--- src/sid_pkg.sv ---
// Constants, types and configuration layout of the scan indicator driver
package sid_pkg;
  localparam int CLK_PERIOD_NS = 40;
  localparam int NS_PER_MS     = 1000000;
  localparam int NS_PER_S      = 1000000000;
  localparam int MS_CYCLES     = (NS_PER_MS + CLK_PERIOD_NS - 1) / CLK_PERIOD_NS;
  localparam int CLK_HZ        = NS_PER_S / CLK_PERIOD_NS;
  localparam int CNT_W         = 32;
  localparam int FREQ_W        = 14;
  localparam int MS_W          = 10;

  localparam logic [13:0] FREQ_DEF     = 14'h0bb8;
  localparam logic [13:0] FREQ_PARTIAL = 14'h1388;
  localparam logic [13:0] FREQ_HIGH    = 14'h0fa0;
  localparam logic [13:0] FREQ_LOW     = 14'h07d0;
  localparam logic [13:0] FREQ_ERROR   = 14'h03e8;
  localparam logic [13:0] DIG_K3       = 14'h03e8;
  localparam logic [13:0] DIG_K2       = 14'h0064;
  localparam logic [13:0] DIG_K1       = 14'h000a;
  localparam logic [3:0]  DIGIT_MAX    = 4'h9;

  localparam logic [9:0] BEEP_MS_50   = 10'h032;
  localparam logic [9:0] BEEP_MS_75   = 10'h04b;
  localparam logic [9:0] BEEP_MS_100  = 10'h064;
  localparam logic [9:0] BEEP_MS_200  = 10'h0c8;
  localparam logic [9:0] BEEP_MS_400  = 10'h190;
  localparam logic [9:0] PARTIAL_MS   = 10'h00a;
  localparam logic [9:0] STARTUP_MS   = 10'h064;
  localparam logic [9:0] ERROR_MS     = 10'h0c8;
  localparam logic [9:0] LAMP_MS_60   = 10'h03c;
  localparam logic [9:0] LAMP_MS_100  = 10'h064;
  localparam logic [9:0] LAMP_MS_200  = 10'h0c8;
  localparam logic [9:0] LAMP_MS_400  = 10'h190;
  localparam logic [9:0] LAMP_MS_800  = 10'h320;

  localparam logic       IDLE_HIGH_DEF  = 1'b1;
  localparam logic       LAMP_OFF_LEVEL = 1'b1;
  localparam logic [1:0] BOOT_CAPTURE   = 2'h0;
  localparam logic [1:0] BOOT_BEEP      = 2'h1;
  localparam logic [1:0] BOOT_DONE      = 2'h2;

  typedef enum logic [1:0] {
    SID_LOUD_MAX    = 2'h0,
    SID_LOUD_LOUD   = 2'h1,
    SID_LOUD_NORMAL = 2'h2,
    SID_LOUD_MIN    = 2'h3
  } sid_loud_type;

  typedef enum logic [1:0] {
    SID_TONE_MEDIUM = 2'h0,
    SID_TONE_DOWN   = 2'h1,
    SID_TONE_UP     = 2'h2
  } sid_tone_type;

  typedef enum logic [1:0] {
    SID_IDLE   = 2'b00,
    SID_FIRST  = 2'b01,
    SID_SECOND = 2'b11
  } sid_beep_state_type;

  typedef struct packed {
    sid_loud_type loud;
    logic         ok_en;
    logic [9:0]   beep_ms;
    sid_tone_type tone;
    logic [13:0]  freq;
    logic         timeout_en;
    logic         partial_en;
    logic         lamp_en;
    logic [9:0]   lamp_ms;
    logic         lamp_inv;
    logic         after_send;
  } sid_cfg_type;

  localparam sid_cfg_type CFG_RESET = '{
    loud: SID_LOUD_MAX, ok_en: 1'b1, beep_ms: BEEP_MS_50, tone: SID_TONE_MEDIUM,
    freq: FREQ_DEF, timeout_en: 1'b0, partial_en: 1'b1, lamp_en: 1'b1,
    lamp_ms: LAMP_MS_200, lamp_inv: 1'b0, after_send: 1'b0};
endpackage

--- src/sid_tone.sv ---
// Phase-accumulator tone generator with loudness-dependent pulse width
`timescale 1ns/100ps
module sid_tone #(
  parameter int CLK_HZ = sid_pkg::CLK_HZ
) (
  input  wire logic                clk,
  input  wire logic                rstn,
  input  wire logic                en,
  input  wire logic [13:0]         freq,
  input  wire sid_pkg::sid_loud_type loud,
  input  wire logic                idle_high,
  output logic                     drive_out
);
  localparam int PH_W = $clog2(CLK_HZ) + 1;
  localparam logic [PH_W-1:0] PH_TOP = PH_W'(CLK_HZ);

  if (CLK_HZ < 20000) begin : g_bad_clk
    $error("Clock too slow for the tone range");
  end

  logic [PH_W-1:0] phase_reg;
  logic [PH_W-1:0] phase_next;
  logic [PH_W-1:0] duty_lim;

  // Adding freq each cycle and wrapping at CLK_HZ divides the clock to
  // the tone exactly on average, without a runtime divider
  always_comb begin
    phase_next = phase_reg + PH_W'(freq);
    if (phase_next >= PH_TOP) begin
      phase_next = phase_next - PH_TOP;
    end
  end

  // Quieter settings shorten the active part of each period
  assign duty_lim = PH_TOP >> (PH_W'(loud) + 1'b1);

  always_ff @(posedge clk or negedge rstn) begin
    if (!rstn) begin
      phase_reg <= '0;
    end else if (!en) begin
      phase_reg <= '0;
    end else begin
      phase_reg <= phase_next;
    end
  end

  always_ff @(posedge clk or negedge rstn) begin
    if (!rstn) begin
      drive_out <= sid_pkg::IDLE_HIGH_DEF;
    end else if (en) begin
      drive_out <= (phase_reg < duty_lim) ^ idle_high;
    end else begin
      drive_out <= idle_high;
    end
  end
endmodule

--- src/sid_indicator.sv ---
// Buzzer and good-read lamp driver of the scan engine
// Behaviour
// - Buzzer output is a PWM tone waveform.
// - Four loudness levels, same for all beeps.
// - Good-read beep on each read when enabled.
// - Good-read beep length 50 to 400 ms.
// - Medium tone or two-step down/up tones.
// - Four-digit decimal tone frequency, 1 to 9999.
// - Optional single power-on beep, default off.
// - Optional error beep on read timeout.
// - Intermediate beep until final decode qualifies.
// - Intermediate beep is 5000 Hz, 10 ms.
// - Intermediate beep muted when good-read beep off.
// - Configurable buzzer idle level, default high.
// - Lamp on 60 to 800 ms or disabled.
// - Inverted mode complements the lamp output.
// - Indicate before or after data transmission.
`timescale 1ns/100ps
module sid_indicator #(
  parameter int MS_CYC = sid_pkg::MS_CYCLES,
  parameter int CLK_HZ = sid_pkg::CLK_HZ
) (
  input  wire logic        clk,
  input  wire logic        rstn,
  input  wire logic        loudness_max_cmd,
  input  wire logic        loudness_loud_cmd,
  input  wire logic        loudness_normal_cmd,
  input  wire logic        loudness_min_cmd,
  input  wire logic        ok_beep_on_cmd,
  input  wire logic        ok_beep_off_cmd,
  input  wire logic        beep_len_50_cmd,
  input  wire logic        beep_len_75_cmd,
  input  wire logic        beep_len_100_cmd,
  input  wire logic        beep_len_200_cmd,
  input  wire logic        beep_len_400_cmd,
  input  wire logic        tone_medium_cmd,
  input  wire logic        tone_step_down_cmd,
  input  wire logic        tone_step_up_cmd,
  input  wire logic        tone_freq_set_cmd,
  input  wire logic [15:0] tone_freq_digits,
  input  wire logic        power_beep_off_cmd,
  input  wire logic        power_beep_on_cmd,
  input  wire logic        timeout_beep_off_cmd,
  input  wire logic        timeout_beep_on_cmd,
  input  wire logic        partial_beep_cmd,
  input  wire logic        partial_beep_val,
  input  wire logic        beep_idle_low_cmd,
  input  wire logic        beep_idle_high_cmd,
  input  wire logic        lamp_off_cmd,
  input  wire logic        lamp_len_60_cmd,
  input  wire logic        lamp_len_100_cmd,
  input  wire logic        lamp_len_200_cmd,
  input  wire logic        lamp_len_400_cmd,
  input  wire logic        lamp_len_800_cmd,
  input  wire logic        lamp_polarity_normal_cmd,
  input  wire logic        lamp_polarity_invert_cmd,
  input  wire logic        save_settings_cmd,
  input  wire logic        indicate_before_send_cmd,
  input  wire logic        indicate_after_send_cmd,
  input  wire logic        stored_power_beep,
  input  wire logic        stored_idle_high,
  input  wire logic        decode_ok,
  input  wire logic        decode_partial,
  input  wire logic        read_timeout,
  input  wire logic        data_sent,
  output logic             tone_drive_out,
  output logic             read_ok_lamp_out
);
  if (MS_CYC < 2) begin : g_bad_ms
    $error("MS_CYC must be at least 2");
  end

  function automatic logic [31:0] ms_cyc(input logic [9:0] ms);
    return 32'(32'(ms) * 32'(MS_CYC));
  endfunction

  sid_pkg::sid_cfg_type        cfg_reg;
  sid_pkg::sid_beep_state_type beep_state_reg;
  logic        power_pend_reg;
  logic        power_act_reg;
  logic        idle_pend_reg;
  logic        idle_act_reg;
  logic [1:0]  boot_reg;
  logic        send_wait_reg;
  logic [31:0] beep_left_reg;
  logic [31:0] beep_half_reg;
  logic [13:0] beep_freq_reg;
  logic [13:0] beep_freq2_reg;
  logic        beep_two_reg;
  logic [31:0] lamp_left_reg;
  logic        lamp_out_reg;
  logic [13:0] dig_val;
  logic        dig_ok;
  logic        ok_fire;
  logic        ok_go;
  logic        part_go;
  logic        tmo_go;
  logic        boot_go;
  logic        lamp_go;
  logic        start;
  logic [9:0]  ld_ms;
  logic [13:0] ld_f1;
  logic [13:0] ld_f2;
  logic        ld_two;

  assign dig_val = 14'(tone_freq_digits[15:12] * sid_pkg::DIG_K3)
                 + 14'(tone_freq_digits[11:8] * sid_pkg::DIG_K2)
                 + 14'(tone_freq_digits[7:4] * sid_pkg::DIG_K1)
                 + 14'(tone_freq_digits[3:0]);
  // Any digit above nine or a zero total leaves the frequency unchanged
  assign dig_ok = (tone_freq_digits[15:12] <= sid_pkg::DIGIT_MAX)
               && (tone_freq_digits[11:8] <= sid_pkg::DIGIT_MAX)
               && (tone_freq_digits[7:4] <= sid_pkg::DIGIT_MAX)
               && (tone_freq_digits[3:0] <= sid_pkg::DIGIT_MAX)
               && (dig_val != '0);

  always_ff @(posedge clk or negedge rstn) begin
    if (!rstn) begin
      cfg_reg <= sid_pkg::CFG_RESET;
    end else begin
      if (loudness_max_cmd) cfg_reg.loud <= sid_pkg::SID_LOUD_MAX;
      if (loudness_loud_cmd) cfg_reg.loud <= sid_pkg::SID_LOUD_LOUD;
      if (loudness_normal_cmd) cfg_reg.loud <= sid_pkg::SID_LOUD_NORMAL;
      if (loudness_min_cmd) cfg_reg.loud <= sid_pkg::SID_LOUD_MIN;
      if (ok_beep_on_cmd) cfg_reg.ok_en <= 1'b1;
      if (ok_beep_off_cmd) cfg_reg.ok_en <= 1'b0;
      if (beep_len_50_cmd) cfg_reg.beep_ms <= sid_pkg::BEEP_MS_50;
      if (beep_len_75_cmd) cfg_reg.beep_ms <= sid_pkg::BEEP_MS_75;
      if (beep_len_100_cmd) cfg_reg.beep_ms <= sid_pkg::BEEP_MS_100;
      if (beep_len_200_cmd) cfg_reg.beep_ms <= sid_pkg::BEEP_MS_200;
      if (beep_len_400_cmd) cfg_reg.beep_ms <= sid_pkg::BEEP_MS_400;
      if (tone_medium_cmd) cfg_reg.tone <= sid_pkg::SID_TONE_MEDIUM;
      if (tone_step_down_cmd) cfg_reg.tone <= sid_pkg::SID_TONE_DOWN;
      if (tone_step_up_cmd) cfg_reg.tone <= sid_pkg::SID_TONE_UP;
      if (tone_freq_set_cmd && dig_ok) cfg_reg.freq <= dig_val;
      if (timeout_beep_on_cmd) cfg_reg.timeout_en <= 1'b1;
      if (timeout_beep_off_cmd) cfg_reg.timeout_en <= 1'b0;
      if (partial_beep_cmd) cfg_reg.partial_en <= partial_beep_val;
      if (lamp_off_cmd) cfg_reg.lamp_en <= 1'b0;
      if (lamp_len_60_cmd || lamp_len_100_cmd || lamp_len_200_cmd
          || lamp_len_400_cmd || lamp_len_800_cmd) cfg_reg.lamp_en <= 1'b1;
      if (lamp_len_60_cmd) cfg_reg.lamp_ms <= sid_pkg::LAMP_MS_60;
      if (lamp_len_100_cmd) cfg_reg.lamp_ms <= sid_pkg::LAMP_MS_100;
      if (lamp_len_200_cmd) cfg_reg.lamp_ms <= sid_pkg::LAMP_MS_200;
      if (lamp_len_400_cmd) cfg_reg.lamp_ms <= sid_pkg::LAMP_MS_400;
      if (lamp_len_800_cmd) cfg_reg.lamp_ms <= sid_pkg::LAMP_MS_800;
      if (lamp_polarity_normal_cmd) cfg_reg.lamp_inv <= 1'b0;
      if (lamp_polarity_invert_cmd) cfg_reg.lamp_inv <= 1'b1;
      if (indicate_before_send_cmd) cfg_reg.after_send <= 1'b0;
      if (indicate_after_send_cmd) cfg_reg.after_send <= 1'b1;
    end
  end

  // Startup and idle settings wait for a save; the stored copy is
  // loaded once, one edge after reset release
  always_ff @(posedge clk or negedge rstn) begin
    if (!rstn) begin
      power_pend_reg <= 1'b0;
      power_act_reg  <= 1'b0;
      idle_pend_reg  <= sid_pkg::IDLE_HIGH_DEF;
      idle_act_reg   <= sid_pkg::IDLE_HIGH_DEF;
    end else if (boot_reg == sid_pkg::BOOT_CAPTURE) begin
      power_pend_reg <= stored_power_beep;
      power_act_reg  <= stored_power_beep;
      idle_pend_reg  <= stored_idle_high;
      idle_act_reg   <= stored_idle_high;
    end else begin
      if (power_beep_on_cmd) power_pend_reg <= 1'b1;
      if (power_beep_off_cmd) power_pend_reg <= 1'b0;
      if (beep_idle_high_cmd) idle_pend_reg <= 1'b1;
      if (beep_idle_low_cmd) idle_pend_reg <= 1'b0;
      if (save_settings_cmd) begin
        power_act_reg <= power_pend_reg;
        idle_act_reg  <= idle_pend_reg;
      end
    end
  end

  always_ff @(posedge clk or negedge rstn) begin
    if (!rstn) begin
      boot_reg <= sid_pkg::BOOT_CAPTURE;
    end else if (boot_reg != sid_pkg::BOOT_DONE) begin
      boot_reg <= boot_reg + 2'h1;
    end
  end

  // A send that coincides with a new decode keeps the wait armed
  always_ff @(posedge clk or negedge rstn) begin
    if (!rstn) begin
      send_wait_reg <= 1'b0;
    end else if (decode_ok && cfg_reg.after_send) begin
      send_wait_reg <= 1'b1;
    end else if (data_sent) begin
      send_wait_reg <= 1'b0;
    end
  end

  assign ok_fire = cfg_reg.after_send ? (send_wait_reg && data_sent)
                                      : decode_ok;
  assign ok_go   = ok_fire && cfg_reg.ok_en;
  assign part_go = decode_partial && cfg_reg.partial_en && cfg_reg.ok_en;
  assign tmo_go  = read_timeout && cfg_reg.timeout_en;
  assign boot_go = (boot_reg == sid_pkg::BOOT_BEEP) && power_act_reg;
  assign lamp_go = ok_fire && cfg_reg.lamp_en;

  // Good read outranks intermediate, timeout and startup beeps
  always_comb begin
    start  = 1'b1;
    ld_ms  = cfg_reg.beep_ms;
    ld_f1  = cfg_reg.freq;
    ld_f2  = cfg_reg.freq;
    ld_two = 1'b0;
    if (ok_go) begin
      unique case (cfg_reg.tone)
        sid_pkg::SID_TONE_DOWN: begin
          ld_f1  = sid_pkg::FREQ_HIGH;
          ld_f2  = sid_pkg::FREQ_LOW;
          ld_two = 1'b1;
        end
        sid_pkg::SID_TONE_UP: begin
          ld_f1  = sid_pkg::FREQ_LOW;
          ld_f2  = sid_pkg::FREQ_HIGH;
          ld_two = 1'b1;
        end
        default: begin
          ld_two = 1'b0;
        end
      endcase
    end else if (part_go) begin
      ld_ms = sid_pkg::PARTIAL_MS;
      ld_f1 = sid_pkg::FREQ_PARTIAL;
    end else if (tmo_go) begin
      ld_ms = sid_pkg::ERROR_MS;
      ld_f1 = sid_pkg::FREQ_ERROR;
    end else if (boot_go) begin
      ld_ms = sid_pkg::STARTUP_MS;
    end else begin
      start = 1'b0;
    end
  end

  always_ff @(posedge clk or negedge rstn) begin
    if (!rstn) begin
      beep_state_reg <= sid_pkg::SID_IDLE;
      beep_left_reg  <= '0;
      beep_half_reg  <= '0;
      beep_freq_reg  <= sid_pkg::FREQ_DEF;
      beep_freq2_reg <= sid_pkg::FREQ_DEF;
      beep_two_reg   <= 1'b0;
    end else if (start) begin
      beep_state_reg <= sid_pkg::SID_FIRST;
      beep_left_reg  <= ms_cyc(ld_ms);
      beep_half_reg  <= ms_cyc(ld_ms) >> 1;
      beep_freq_reg  <= ld_f1;
      beep_freq2_reg <= ld_f2;
      beep_two_reg   <= ld_two;
    end else begin
      unique case (beep_state_reg)
        sid_pkg::SID_IDLE: begin
          beep_left_reg <= '0;
        end
        sid_pkg::SID_FIRST: begin
          beep_left_reg <= beep_left_reg - 32'h1;
          if (beep_left_reg <= 32'h1) begin
            beep_state_reg <= sid_pkg::SID_IDLE;
          end else if (beep_two_reg && beep_left_reg == beep_half_reg) begin
            beep_state_reg <= sid_pkg::SID_SECOND;
          end
        end
        sid_pkg::SID_SECOND: begin
          beep_left_reg <= beep_left_reg - 32'h1;
          if (beep_left_reg <= 32'h1) begin
            beep_state_reg <= sid_pkg::SID_IDLE;
          end
        end
        default: begin
          beep_state_reg <= sid_pkg::SID_IDLE;
        end
      endcase
    end
  end

  sid_tone #(
    .CLK_HZ(CLK_HZ)
  ) u_tone (
    .clk      (clk),
    .rstn     (rstn),
    .en       (beep_state_reg != sid_pkg::SID_IDLE),
    .freq     ((beep_state_reg == sid_pkg::SID_SECOND) ? beep_freq2_reg : beep_freq_reg),
    .loud     (cfg_reg.loud),
    .idle_high(idle_act_reg),
    .drive_out(tone_drive_out)
  );

  always_ff @(posedge clk or negedge rstn) begin
    if (!rstn) begin
      lamp_left_reg <= '0;
    end else if (lamp_go) begin
      lamp_left_reg <= ms_cyc(cfg_reg.lamp_ms);
    end else if (lamp_left_reg != '0) begin
      lamp_left_reg <= lamp_left_reg - 32'h1;
    end
  end

  // The lamp pin is active low in normal mode
  always_ff @(posedge clk or negedge rstn) begin
    if (!rstn) begin
      lamp_out_reg <= sid_pkg::LAMP_OFF_LEVEL;
    end else begin
      lamp_out_reg <= ~((lamp_left_reg != '0) ^ cfg_reg.lamp_inv);
    end
  end
  assign read_ok_lamp_out = lamp_out_reg;
endmodule

--- config.mk ---
export PLATFORM = sky130hd
export DESIGN_NAME = sid_indicator
export DESIGN_NICKNAME = d
export VERILOG_FILES = /design/src/sid_pkg.sv /design/src/sid_tone.sv /design/src/sid_indicator.sv
export SDC_FILE = /design/constraint.sdc
export NUM_CORES = 1
export LEC_CHECK = 0
export ABC_AREA = 1
export BUFFER_PORTS_ARGS = -buffer_cell sky130_fd_sc_hd__clkbuf_2
export CAP_MARGIN = 10
export CORE_MARGIN = 4
export CORE_UTILIZATION = 55
export DETAILED_ROUTE_END_ITERATION = 8
export PLACE_DENSITY = 0.74
export SYNTH_ARGS = -nofsm -noshare
export SYNTH_HDL_FRONTEND = slang
export SYNTH_HIERARCHICAL = 1
export SYNTH_SLANG_ARGS = --single-unit
--- constraint.sdc ---
create_clock -name clk -period 5.15 [get_ports clk]
set_clock_uncertainty 0.15 [all_clocks]
set_input_delay 0.515 -clock clk [delete_from_list [all_inputs] [get_ports clk]]
set_output_delay 0.515 -clock clk [all_outputs]
set_load 0.01 [all_outputs]
Word level (Yosys, flattened, before mapping):

Index checks and enable logic that the tools add are counted.

* output and inout bits: 2
* register bits: 196

* muxes and demuxes: 69
* equal/unequal tests: 10
* bitwise gates (word level): 3
* reductions and logical operators: 41
* shift operators: 1
* magnitude comparators: 7
* $mul: 5
* $add $sub $neg: 9

Operators with widths (count)
* 10-bit 2-to-1 mux: 14
* 32-bit 2-to-1 mux: 3
* 14-bit 2-to-1 mux: 5
* 32-bit one-hot mux with 2 select lines: 1
* 32-bit by 1-bit subtractor with 32-bit output (second input constant): 2
* 14-bit one-hot mux with 2 select lines: 2
* 26-bit 2-to-1 mux: 2
* 10-bit by 12-bit multiplier with 22-bit output (second input constant): 2
* 32-bit by 24-bit equality test with 1-bit output: 1
* 32-bit by 1-bit <= comparator with 1-bit output (second input constant): 1
* 32-bit nonzero test: 1
* 1-bit 2-to-1 mux: 30
* 26-bit by 14-bit adder with 26-bit output: 1
* 26-bit by 25-bit greater-or-equal comparator with 1-bit output (second input constant): 1
* 26-bit less-than comparator: 1
* 25-bit by 26-bit >> shifter with 26-bit output (first input constant): 1
* 26-bit by 25-bit subtractor with 26-bit output (second input constant): 1
* 2-bit 2-to-1 mux: 11
* 2-bit nonzero test: 9
* 4-bit <= comparator (second input constant): 4
* 14-bit by 11-bit adder with 14-bit output: 1
* 14-bit by 4-bit adder with 14-bit output: 1
* 14-bit by 8-bit adder with 14-bit output: 1
* 1-bit logical AND: 14
* other kinds (21): 35

Logic depth before layout (Yosys ltp):

Gate-level depths: netlist of the first run.

* depth after elaboration: 8
* gate-level depth with buffers: 30
* gate-level depth less buffers: 30

Cells and area by module:

The synthesis of the first run kept the hierarchy.

By module, submodules not included
* sid_indicator: times used 1, seq. area each 4195.3 um2, cells each 1871, area each 14393.8 um2
* sid_tone: times used 1, seq. area each 676.9 um2, cells each 631, area each 3834.9 um2

Least setup slack after synthesis of the first run:

OpenSTA, ideal clock, no wires.

* kind: input port to flip-flop
* from: in data_sent
* to: reg beep_left_reg[19]
* buffers on the path: 0
* stages on the path: 26
* data required time: 4873 ps
* arrival: 4516 ps
* path slack: 357 ps
* cell sequence: nand2_1 > nand2_1 > o21ai_1 > inv_2 > nand2_2 > nand2_1 > inv_1 > nor2_2 > nand2_1 > inv_1 > nand2_1 > inv_1 > ha_1 > ha_1 > fa_1 > fa_1 > fa_1 > ha_1 > nand2_1 > inv_1 > a21oi_1 > or2_2 > nand3_1 > or2_1 > nand2_1 > nand3_1

* cells in the longest elaborated chain, start to end: 6
* elaborated cells on any way between the ends: 8
* classes of those cells: mul: 1; mux: 4; reduce/logical: 3

Ends and longest elaborated chain
* start: declaration: line sid_indicator.sv:65 `input wire logic data_sent,`
* 1-bit logical AND (*): line sid_indicator.sv:198 `assign ok_fire = cfg_reg.after_send ? (send_wait_reg && data_sent)`
* 1-bit 2-to-1 mux (*): line sid_indicator.sv:198
* 1-bit logical AND (*): line sid_indicator.sv:200 `assign ok_go = ok_fire && cfg_reg.ok_en;`
* 10-bit 2-to-1 mux: line sid_indicator.sv:213 `if (ok_go) begin`
* 10-bit by 12-bit multiplier with 22-bit output: line sid_indicator.sv:74 `return 32'(32'(ms) * 32'(MS_CYC));`
* 32-bit 2-to-1 mux: line sid_indicator.sv:250 `end else if (start) begin`
* end signal: assignment: line sid_indicator.sv:252 `beep_left_reg <= ms_cyc(ld_ms);`
* end signal: assignment: line sid_indicator.sv:263 `beep_left_reg <= beep_left_reg - 32'h1;`
* end signal: assignment: line sid_indicator.sv:271 `beep_left_reg <= beep_left_reg - 32'h1;`
* end: declaration: line sid_indicator.sv:85 `logic [31:0] beep_left_reg;`

Mark *: on every way between the ends. The rest lies on a longest branch, timed or not.
A chain may end at the register's enable or synchronous reset.

Worst setup path after layout of the first run:

* from: reg cfg_reg[0] in the netlist's numbering
* to: reg beep_left_reg[18]

* cells in the longest elaborated chain, start to end: 5
* elaborated cells on any way between the ends: 7
* classes of those cells: mul: 1; mux: 4; reduce/logical: 2

Ends and longest elaborated chain
* start: declaration: line sid_indicator.sv:77 `sid_pkg::sid_cfg_type cfg_reg;`
* start signal: assignment: line sid_indicator.sv:119 `cfg_reg <= sid_pkg::CFG_RESET;`
* 1-bit 2-to-1 mux (*): line sid_indicator.sv:198
* 1-bit logical AND (*): line sid_indicator.sv:200
* 10-bit 2-to-1 mux: line sid_indicator.sv:213
* 10-bit by 12-bit multiplier with 22-bit output: line sid_indicator.sv:74
* 32-bit 2-to-1 mux: line sid_indicator.sv:250

Marks and branches as above.

==> results of run 1 <==
## cells by family (layout without fill, tap and decap cells)
| group | count (synthesis) | after routing |
|---|---|---|
| and+or+nand+nor | 1223 | 1223 |
| buffers and inverters | 431 | 517 |
| xor gates and xnor gates | 74 | 74 |
| DFF | 193 | 193 |
| muxes | 2 | 2 |
| AOI/OAI and AO/OA | 302 | 302 |
| adders and majority gates | 277 | 277 |
## final cells by class
cell class,count,area (um2),area share (%)
timing repair buffer,88,537,2.69
clock buffer,19,443,2.22
tap,442,553,2.78
clock inverter,13,149,0.748
sequential,193,4870,24.5
multi-input combinational,1878,11900,59.6
inverter,397,1500,7.52
## per-layer routing
metal  wire length [um]  vias up
met4                841        0
met3               2120       61
met5                  0        -
li1                   -     8216
met1              20800     7606
met2              20500      413
## path summary, 6_finish.rpt
path / start / cells after the start / endpoint / slack (ps)
max: cfg_reg[0] / 26 / beep_left_reg[18] / 260
min: rstn / 1 / beep_half_reg[7] / 20
max reg2reg: cfg_reg[0] / 26 / beep_left_reg[18] / 260
min reg2reg: beep_freq2_reg[4] / 2 / beep_freq2_reg[4] / 320
max in group asynchronous: rstn / 2 / beep_freq_reg[7] / 3870
min in group clk: lamp_off_cmd / 2 / cfg_reg[12] / 30
## stage by stage
| step | setup TNS, ps | power (W) |
|---|---|---|
| after floorplan | 0 | 0.00659 |
| after global placement | 0 | 0.00777 |
| after detailed placement | -386 | 0.00791 |
| after CTS | 0 | 0.00931 |
| after global routing | -471 | 0.0104 |
| final | 0 | 0.00950 |
## power by group through the flow
stage / Clock, W / Combinational (W) / Sequential [W]
2_1_floorplan: 0 / 0.00425 / 0.00234
3_3_place_gp: 0 / 0.00530 / 0.00247
3_5_place_dp: 0 / 0.00543 / 0.00248
4_1_cts: 0.00136 / 0.00548 / 0.00246
5_1_grt: 0.00143 / 0.00646 / 0.00253
6_report: 0.00134 / 0.00569 / 0.00247
## worst register-to-register path, cell delays in order, from the launching register on
cell and delay, ps:
dfrtp_2 450, nand2_2 100, o21ai_4 80, inv_2 100, nand2_2 70, nand2_1 80, inv_1 90, nor2_4 150
nand2_1 90, inv_1 70, nand2_1 70, inv_2 80, ha_1 240, ha_1 310, fa_1 500, fa_2 380
fa_1 510, ha_4 310, nand2_1 90, nor2_1 140, nand2_1 70, nand2_1 140, nand2_1 70, nand2_1 80
a21oi_1 60, o21ai_1 180, nand3_1 100
## what timing repair did
item / in CTS / in global routing
resized for setup: 0 / 42
setup endpoints to repair: 0 / 28
setup buffers: 0 / 3
hold buffers: 1 / 0
hold endpoints to repair: 1 / 0
## layout by cell type, fill, tap and decap left out, types with 4 or more instances in the layout
cell / instances
xor2_1: 38
inv_1: 375
clkbuf_2: 58
dfstp_2: 34
dfrtp_1: 158
o22ai_1: 15
nor2_2: 32
clkinv_4: 5
and2_1: 5
o21ai_0: 87
o21bai_1: 15
nor3_1: 29
o211ai_1: 15
ha_1: 223
nand3b_1: 12
nor2_1: 237
nand3_2: 14
nor4_1: 6
a21oi_1: 100
fa_1: 45
clkbuf_16: 17
a21oi_2: 5
clkinv_8: 4
a31oi_1: 6
o31ai_1: 4
buf_4: 27
ha_4: 7
xnor2_1: 35
a21boi_0: 4
nand4_1: 29
nand2_2: 33
nand3_1: 179
clkinv_1: 4
nand2_1: 608
or2_2: 6
o21ai_1: 28
nor2_4: 12
nand2_4: 6
inv_2: 17
==> flow_summary.yaml, run 1 <==
clock_tree:
  clk_pin_slew_worst_paths_ps: 80
  cts_buffer_depth: 2
  cts_root_buf: "clkbuf_16"
  cts_tree: "built"
  cts.sinks: 193
  htreeDepth: 4
  clock_latency_ps: 470
  cts_made_buffers: 17
placed_design:
  post-place-cells: 2994
  io_buffers: 59
  dpl_cell_area_um2: 19100
  globalplace.congestion: 0.912
  place_ws_ps: -83.9
  dp_hpwl_mm: 35.0
worst_setup_path:
  arrival_ps: 5070
  crit_top_cell: "nand2_1"
  path_class: "reg2reg"
  startpoint_type: "register"
  path_max_fanout: 5
  cp-end-kind: "register"
  cpPeakStageDelay_ps: 510
  cp_slowest_cell: "fa_1"
  crit_required_ps: 5330
  path_delay_family: "adder cells"
  worst-path-buf-inv: 4
sta:
  max_freq_mhz: 205
  setup_viol: 0
  worst_slack_ps: 260
  max_slew.worst_pin.slew_ps: 951
  relSlewSlack_pct: 36.6
  whs_ps: 17.6
  finalHoldViolCount: 0
  period_minus_slack_ps: 4890
  post-route-period-util_pct: 94.9
  drv_slew: 0
finish:
  synthToLayoutAreaGrowth_pct: 9.27
  n_antenna_cell: 0
  layout.cells.non_filler: 3030
  drive_above_1_share_pct: 11.9
  final_util_pct: 61.1
  largest_register_ffs: 41
  stdcell_area_um2: 19900
  nets: 2910
  fill_cells: 2977
synth:
  synthMuxAreaShare_pct: 0.124
  synthTopCellsByCount: "611 x nand2_1, 376 x inv_1, 241 x nor2_1"
  synthSimpleGateAreaFrac_pct: 30.0
  yosys.area_share.xor_xnor_pct: 3.60
  ys.flop_type: "dfrtp_1"
  netlist_area_um2: 18200
  synth.top_cell.area_share_pct: 21.8
  synth_top_family_by_area: "simple AND/OR/NAND/NOR gates"
  ys_warn_count: 6
  synth-seq-cells: 193
  syn_nets: 2837
  synth_area_leader_cell: "dfrtp_1"
  synth_area_leaders: "dfrtp_1 22%, ha_1 16%, nand2_1 13%"
  ys_async_sr_fraction_pct: 100
  synth_edf_count: 0
  ys_types: 63
  synth_most_common_cell: "nand2_1"
  synthAdderAreaFrac_pct: 20.9
  netlist_instances: 2502
  syn_avg_cell_area_um2: 7.29
  ys_seq_area_share_pct: 26.7
  synth_compound_area_share_pct: 9.43
grt:
  use_met3_pct: 4.09
  grt-ovfl-total: 0
  grt.busiest_layer: "met2"
  grt_pass1_vias: 15500
  grt_pass1_wl_mm: 74.1
  grt_util_met2_pct: 40.0
  antenna_found_initial: 0
  grt_max_degree: 113
  track_usage_pct: 24.7
  grt_use_met1_pct: 34.6
drt:
  avgViaCountPerCell: 5.38
  dr.pass1.iters: 9
  wl_per_cell_um: 14.6
  ant_nets: 0
  vias: 16300
  drc: 1
  totalWireLength_mm: 44.2
  drt_iter0_drc: 1176
power:
  seq_power_share_pct: 26.0
  powerDensity_nw_per_um2: 477
  p_clk_share_pct: 14.1
  p_sw_share_pct: 50.0
  p_switching_w: 0.00475
  p_int_w: 0.00474
  power_frac_comb_pct: 59.9
  p_leak_nw: 10.6
  vdd.ir_drop.worst_v: 0.000285
floorplanning:
  rows: 66
  coreArea_um2: 32600
  die_y_um: 190
  die_area_um2: 36100
  die_w_um: 190
  io_pins: 60
  start_util_pct: 55.9
run_status:
  violations: "design-rule violations"
  status: "finished with violations"
hold_path:
  hp-class: "in2async"
flow_run:
  cap_violations: 0
Power figures use the tool's default switching activity.
==> inputs of run 2 (changes only) <==
--- a/config.mk
+++ b/config.mk
@@ -11,7 +11,7 @@
 export CORE_MARGIN = 4
 export CORE_UTILIZATION = 55
 export DETAILED_ROUTE_END_ITERATION = 8
-export PLACE_DENSITY = 0.74
+export PLACE_DENSITY = 0.77
 export SYNTH_ARGS = -nofsm -noshare
 export SYNTH_HDL_FRONTEND = slang
 export SYNTH_HIERARCHICAL = 1
==> constraint.sdc (replaced) <==
create_clock -name clk -period 4.25 [get_ports clk]
set_clock_uncertainty 0.15 [all_clocks]
set_input_delay 0.425 -clock clk [delete_from_list [all_inputs] [get_ports clk]]
set_output_delay 0.425 -clock clk [all_outputs]
set_load 0.01 [all_outputs]
==> run 2 against run 1 <==
  * The run ends with negative setup slack left
  * Worst hold slack improved by 8.2 ps
  * Routed wire length is 9.4% higher
  * Sequential power is 21% higher
  * Global-route usage grew 1.6 points
  * Largest power group unchanged
==> flow_summary.yaml, run 2 (synthesized netlist as in run 1, its figures left out) <==
power:
  p_switching_w: 0.00654
  p_leak_nw: 11.5
  p_sw_share_pct: 49.1
  seq_power_share_pct: 22.5
  powerDensity_nw_per_um2: 601
  vdd.ir_drop.worst_v: 0.000418
  p_int_w: 0.00679
  p_clk_share_pct: 12.8
  power_frac_comb_pct: 64.7
finish:
  fill_cells: 2562
  nets: 3047
  n_antenna_cell: 0
  synthToLayoutAreaGrowth_pct: 21.6
  largest_register_ffs: 41
  final_cell_mix: "567 x nand2_1, 355 x inv_1, 224 x nor2_1"
  drive_above_1_share_pct: 22.4
  layout.cells.non_filler: 3167
  layout_commonest_cell: "nand2_1"
floorplanning:
  rows: 66
  coreArea_um2: 32600
  die_y_um: 190
  die_area_um2: 36100
  io_pins: 60
  start_util_pct: 55.9
  die_w_um: 190
worst_setup_path:
  path_max_fanout: 4
  crit_required_ps: 4430
  cp_slowest_cell: "fa_2"
  startpoint_type: "register"
  cp-end-kind: "register"
  path_class: "reg2reg"
  arrival_ps: 4830
  cpPeakStageDelay_ps: 540
clock_tree:
  cts_made_buffers: 17
  cts_tree: "built"
  clk_pin_slew_worst_paths_ps: 90
  htreeDepth: 4
  cts_buffer_depth: 2
  cts.sinks: 193
  clock_latency_ps: 470
  cts_root_buf: "clkbuf_16"
sta:
  finalHoldViolCount: 0
  drv_slew: 0
  grt_setup_unrepaired: "yes"
  period_minus_slack_ps: 4650
  max_slew.worst_pin.slew_ps: 1420
  relSlewSlack_pct: 5.05
  max_freq_mhz: 215
  setup_viol: 42
  worst_slack_ps: -403
  post-route-period-util_pct: 109
grt:
  grt_pass1_vias: 16600
  track_usage_pct: 26.3
  grt-ovfl-total: 0
  antenna_found_initial: 0
  grt_max_degree: 100
  grt_pass1_wl_mm: 79.0
flow_run:
  cap_violations: 0
run_status:
  status: "finished with violations"
  violations: "negative setup slack"
placed_design:
  globalplace.congestion: 0.932
  place_ws_ps: -568
  dp_hpwl_mm: 36.5
  post-place-cells: 3089
  io_buffers: 59
drt:
  vias: 17200
  drc: 0
  wl_per_cell_um: 15.3
  totalWireLength_mm: 48.4
  dr.pass1.iters: 8
  drt_iter0_drc: 1343
  ant_nets: 0
  avgViaCountPerCell: 5.43
hold_path:
  hp-class: "in2reg"
## run 2: changes by cell type in the layout (fill, tap and decap cells not counted), moves of 16 or more
cell / delta
buf_4: +113
ha_1: -36
ha_4: +33
inv_1: -20
inv_2: +16
nand2_1: -41
nand2_2: +30
nand3_1: -26
nand3_2: +25
## run 2: routing by layer
metal	wire length, um	vias up	share of wire [%]	GRT usage [%]
met3	2330	91	4.8	3.54
li1	-	8485	-	-
met5	0	-	0	0
met2	23500	492	49	44.9
met1	21300	8133	44	35.0
met4	1230	0	2.5	7.93
## run 2: path summary, 6_finish.rpt
check                                       start                 to  slack, ps  depth (start not counted)
worst max-delay path                send_wait_reg  beep_left_reg[16]       -400                         28
worst min register to register        cfg_reg[39]        cfg_reg[39]        330                          2
min in group asynchronous                    rstn  beep_left_reg[27]        440                          2
max in group asynchronous                    rstn   u_tone/drive_out       2530                          3
worst max register to register      send_wait_reg  beep_left_reg[16]       -400                         28
worst min-delay path            stored_power_beep     power_pend_reg         30                          3
## run 2: critical path: cells and delay by family (launching register included)
family,cells,cell delay (ps)
adders and majority gates,6,1990
AOI/OAI and AO/OA,5,490
buffers and inverters,7,540
DFF,1,430
and+or+nand+nor,10,900
## run 2: layout make-up
type                    count  area (um2)  area share, %
clock inverters            15         196          0.886
flip-flops and latches    193        4870           22.0
repair buffers            222        1670           7.53
clock buffers              17         425           1.92
well taps                 442         553           2.49
inverters                 397        1510           6.81
multi-input cells        1881       12900           58.4
## run 2: timing repair
item,in CTS,in global routing
gates cloned,0,4
setup buffers,14,17
setup endpoints to repair,46,73
gates resized for setup,65,145
hold endpoints to repair,97,0
pin swaps,47,85
hold buffers,12,0
## run 2: power by group through the flow
stage                     logic (W)  registers [W]  clock network, W
after floorplan             0.00548        0.00284                 0
after global placement      0.00731        0.00299                 0
after detailed placement    0.00751        0.00300                 0
after CTS                   0.00781        0.00298           0.00173
after global routing        0.00958        0.00307           0.00181
final                       0.00862        0.00300           0.00171
## run 2: per-stage QoR
step / hold WS [ps] / util (%) / cell area [um2] / setup TNS (ps) / total power (W)
floorplan: -20.6 / - / 18600 / -757 / 0.00832
global placement: 307 / 62.0 / 20200 / -15450 / 0.0103
detailed placement: 313 / 62.0 / 20200 / -20520 / 0.0105
CTS: 5.28 / 65.5 / 21400 / -5910 / 0.0125
global route: 24.3 / 68.0 / 22200 / -16850 / 0.0145
finish: 25.7 / 68.0 / 22200 / -9450 / 0.0133
==> inputs of run 3 (changes only) <==
--- a/config.mk
+++ b/config.mk
@@ -8,6 +8,7 @@
 export ABC_AREA = 1
 export BUFFER_PORTS_ARGS = -buffer_cell sky130_fd_sc_hd__clkbuf_2
 export CAP_MARGIN = 10
+export CORE_ASPECT_RATIO = 1.75
 export CORE_MARGIN = 4
 export CORE_UTILIZATION = 55
 export DETAILED_ROUTE_END_ITERATION = 8
==> run 3 against run 2 <==
  * The flow still finishes with violations (negative setup slack)
  * Via count increased by 0.89%
  * Clock-buffer cell count up 1
  * Global-route usage increased by 1.3 points
  * Critical path depth down 3
  * Combinational power shrank 0.9%
  * Sequential power hardly changed
  * Register-to-register slack hardly changed
  * Sequential share of layout area grew 0.44 points
  * Largest power group unchanged
  * Sequential cell count is the same
  * Routed wire length rose by 5.7%
  * Worst hold slack worse by 2.0 ps
==> flow_summary.yaml, run 3 (synthesized netlist as in run 1, its figures left out) <==
worst_setup_path:
  cp_slowest_cell: "fa_1"
  cpPeakStageDelay_ps: 580
  path_max_fanout: 4
  path_delay_family: "adder cells"
  arrival_ps: 4840
  worst-path-buf-inv: 4
  startpoint_type: "register"
  cp-end-kind: "register"
  crit_required_ps: 4440
  path_class: "reg2reg"
floorplanning:
  start_util_pct: 55.6
  io_pins: 60
  die_y_um: 249
  rows: 88
  die_area_um2: 36200
  die_w_um: 146
  coreArea_um2: 32800
placed_design:
  place_ws_ps: -580
  dp_hpwl_mm: 39.6
  globalplace.congestion: 0.958
  dpl_cell_area_um2: 20100
  post-place-cells: 3038
  io_buffers: 59
sta:
  post-route-period-util_pct: 110
  grt_setup_unrepaired: "yes"
  max_freq_mhz: 215
  finalHoldViolCount: 0
  setup_viol: 28
  drv_slew: 0
  relSlewSlack_pct: 16.1
  period_minus_slack_ps: 4650
  max_slew.worst_pin.slew_ps: 1260
  worst_slack_ps: -404
flow_run:
  cap_violations: 0
power:
  powerDensity_nw_per_um2: 609
  p_leak_nw: 11.3
  vdd.ir_drop.worst_v: 0.000534
grt:
  grt-ovfl-total: 0
  grt_pass1_vias: 17700
  grt_max_degree: 121
  antenna_found_initial: 0
  track_usage_pct: 27.6
  grt_pass1_wl_mm: 82.3
finish:
  layout.cells.non_filler: 3105
  synthToLayoutAreaGrowth_pct: 19.2
  drive_above_1_share_pct: 20.9
  final_util_pct: 66.2
  stdcell_area_um2: 21700
  largest_register_ffs: 41
  layout_commonest_cell: "nand2_1"
  final_cell_mix: "573 x nand2_1, 357 x inv_1, 229 x nor2_1"
  n_antenna_cell: 0
  nets: 3022
drt:
  drc: 0
  ant_nets: 0
  vias: 17400
  totalWireLength_mm: 51.1
  wl_per_cell_um: 16.5
  dr.pass1.iters: 5
  avgViaCountPerCell: 5.59
  drt_iter0_drc: 1016
clock_tree:
  clock_latency_ps: 470
  clk_pin_slew_worst_paths_ps: 80
  cts_tree: "built"
  cts_buffer_depth: 2
  htreeDepth: 4
  cts_root_buf: "clkbuf_16"
  cts_made_buffers: 17
  cts.sinks: 193
hold_path:
  hp-class: "in2reg"
run_status:
  violations: "negative setup slack"
  status: "finished with violations"
run 3: layout make-up:
type	count	area, um2
inverters	397	1500
flip-flops and latches	193	4870
well taps	405	507
multi-input cells	1880	12800
clock inverters	14	164
clock buffers	18	429
fillers	2721	11100
repair buffers	198	1430
run 3: power breakdown:
part | internal (W) | switching, W | total [W] | leakage (nW)
registers | 0.00246 | 0.000560 | 0.00303 | 2.34
clock network | 0.000844 | 0.000832 | 0.00168 | 0.293
logic | 0.00340 | 0.00514 | 0.00854 | 8.66
total | 0.00671 | 0.00653 | 0.0132 | 11.3
run 3: path summary, 6_finish.rpt:
check / from / slack (ps) / cells past startpoint / endpoint
hold reg to reg: beep_freq2_reg[4] / 320 / 2 / beep_freq2_reg[4]
max in group asynchronous: rstn / 2440 / 3 / beep_freq2_reg[4]
hold / removal: loudness_min_cmd / 20 / 3 / cfg_reg[42]
setup / recovery: send_wait_reg / -400 / 25 / beep_half_reg[20]
setup reg to reg: send_wait_reg / -400 / 25 / beep_half_reg[20]
min in group asynchronous: rstn / 480 / 2 / beep_half_reg[6]
run 3: per-layer routing:
metal	track usage [%]	vias to the layer above	share of wire (%)
li1	-	8427	-
met1	27.3	8167	35
met2	52.7	532	54
met3	2.77	228	3.4
met4	20.2	0	7.6
met5	0	-	0
run 3: repair_timing:
action | in CTS | in global routing
setup buffers | 15 | 7
gates resized for setup | 54 | 125
cloned | 0 | 2
pin swaps | 15 | 80
endpoints found under the setup margin | 30 | 73
endpoints found under the hold margin | 39 | 0
hold buffers | 13 | 0
run 3: through the flow:
step	TNS, ps	power (W)	hold WS (ps)
final	-8260	0.0132	23.8
after global placement	-14170	0.0104	305
after global routing	-14210	0.0143	37.5
after CTS	-5770	0.0126	9.02
after detailed placement	-19470	0.0106	309
after floorplan	-757	0.00832	-20.6
run 3: worst min-delay path, delay by kind of cell:
family	cells	cell delay, ps
buffers and inverters	1	90
and+or+nand+nor	1	60
AOI/OAI and AO/OA	1	40
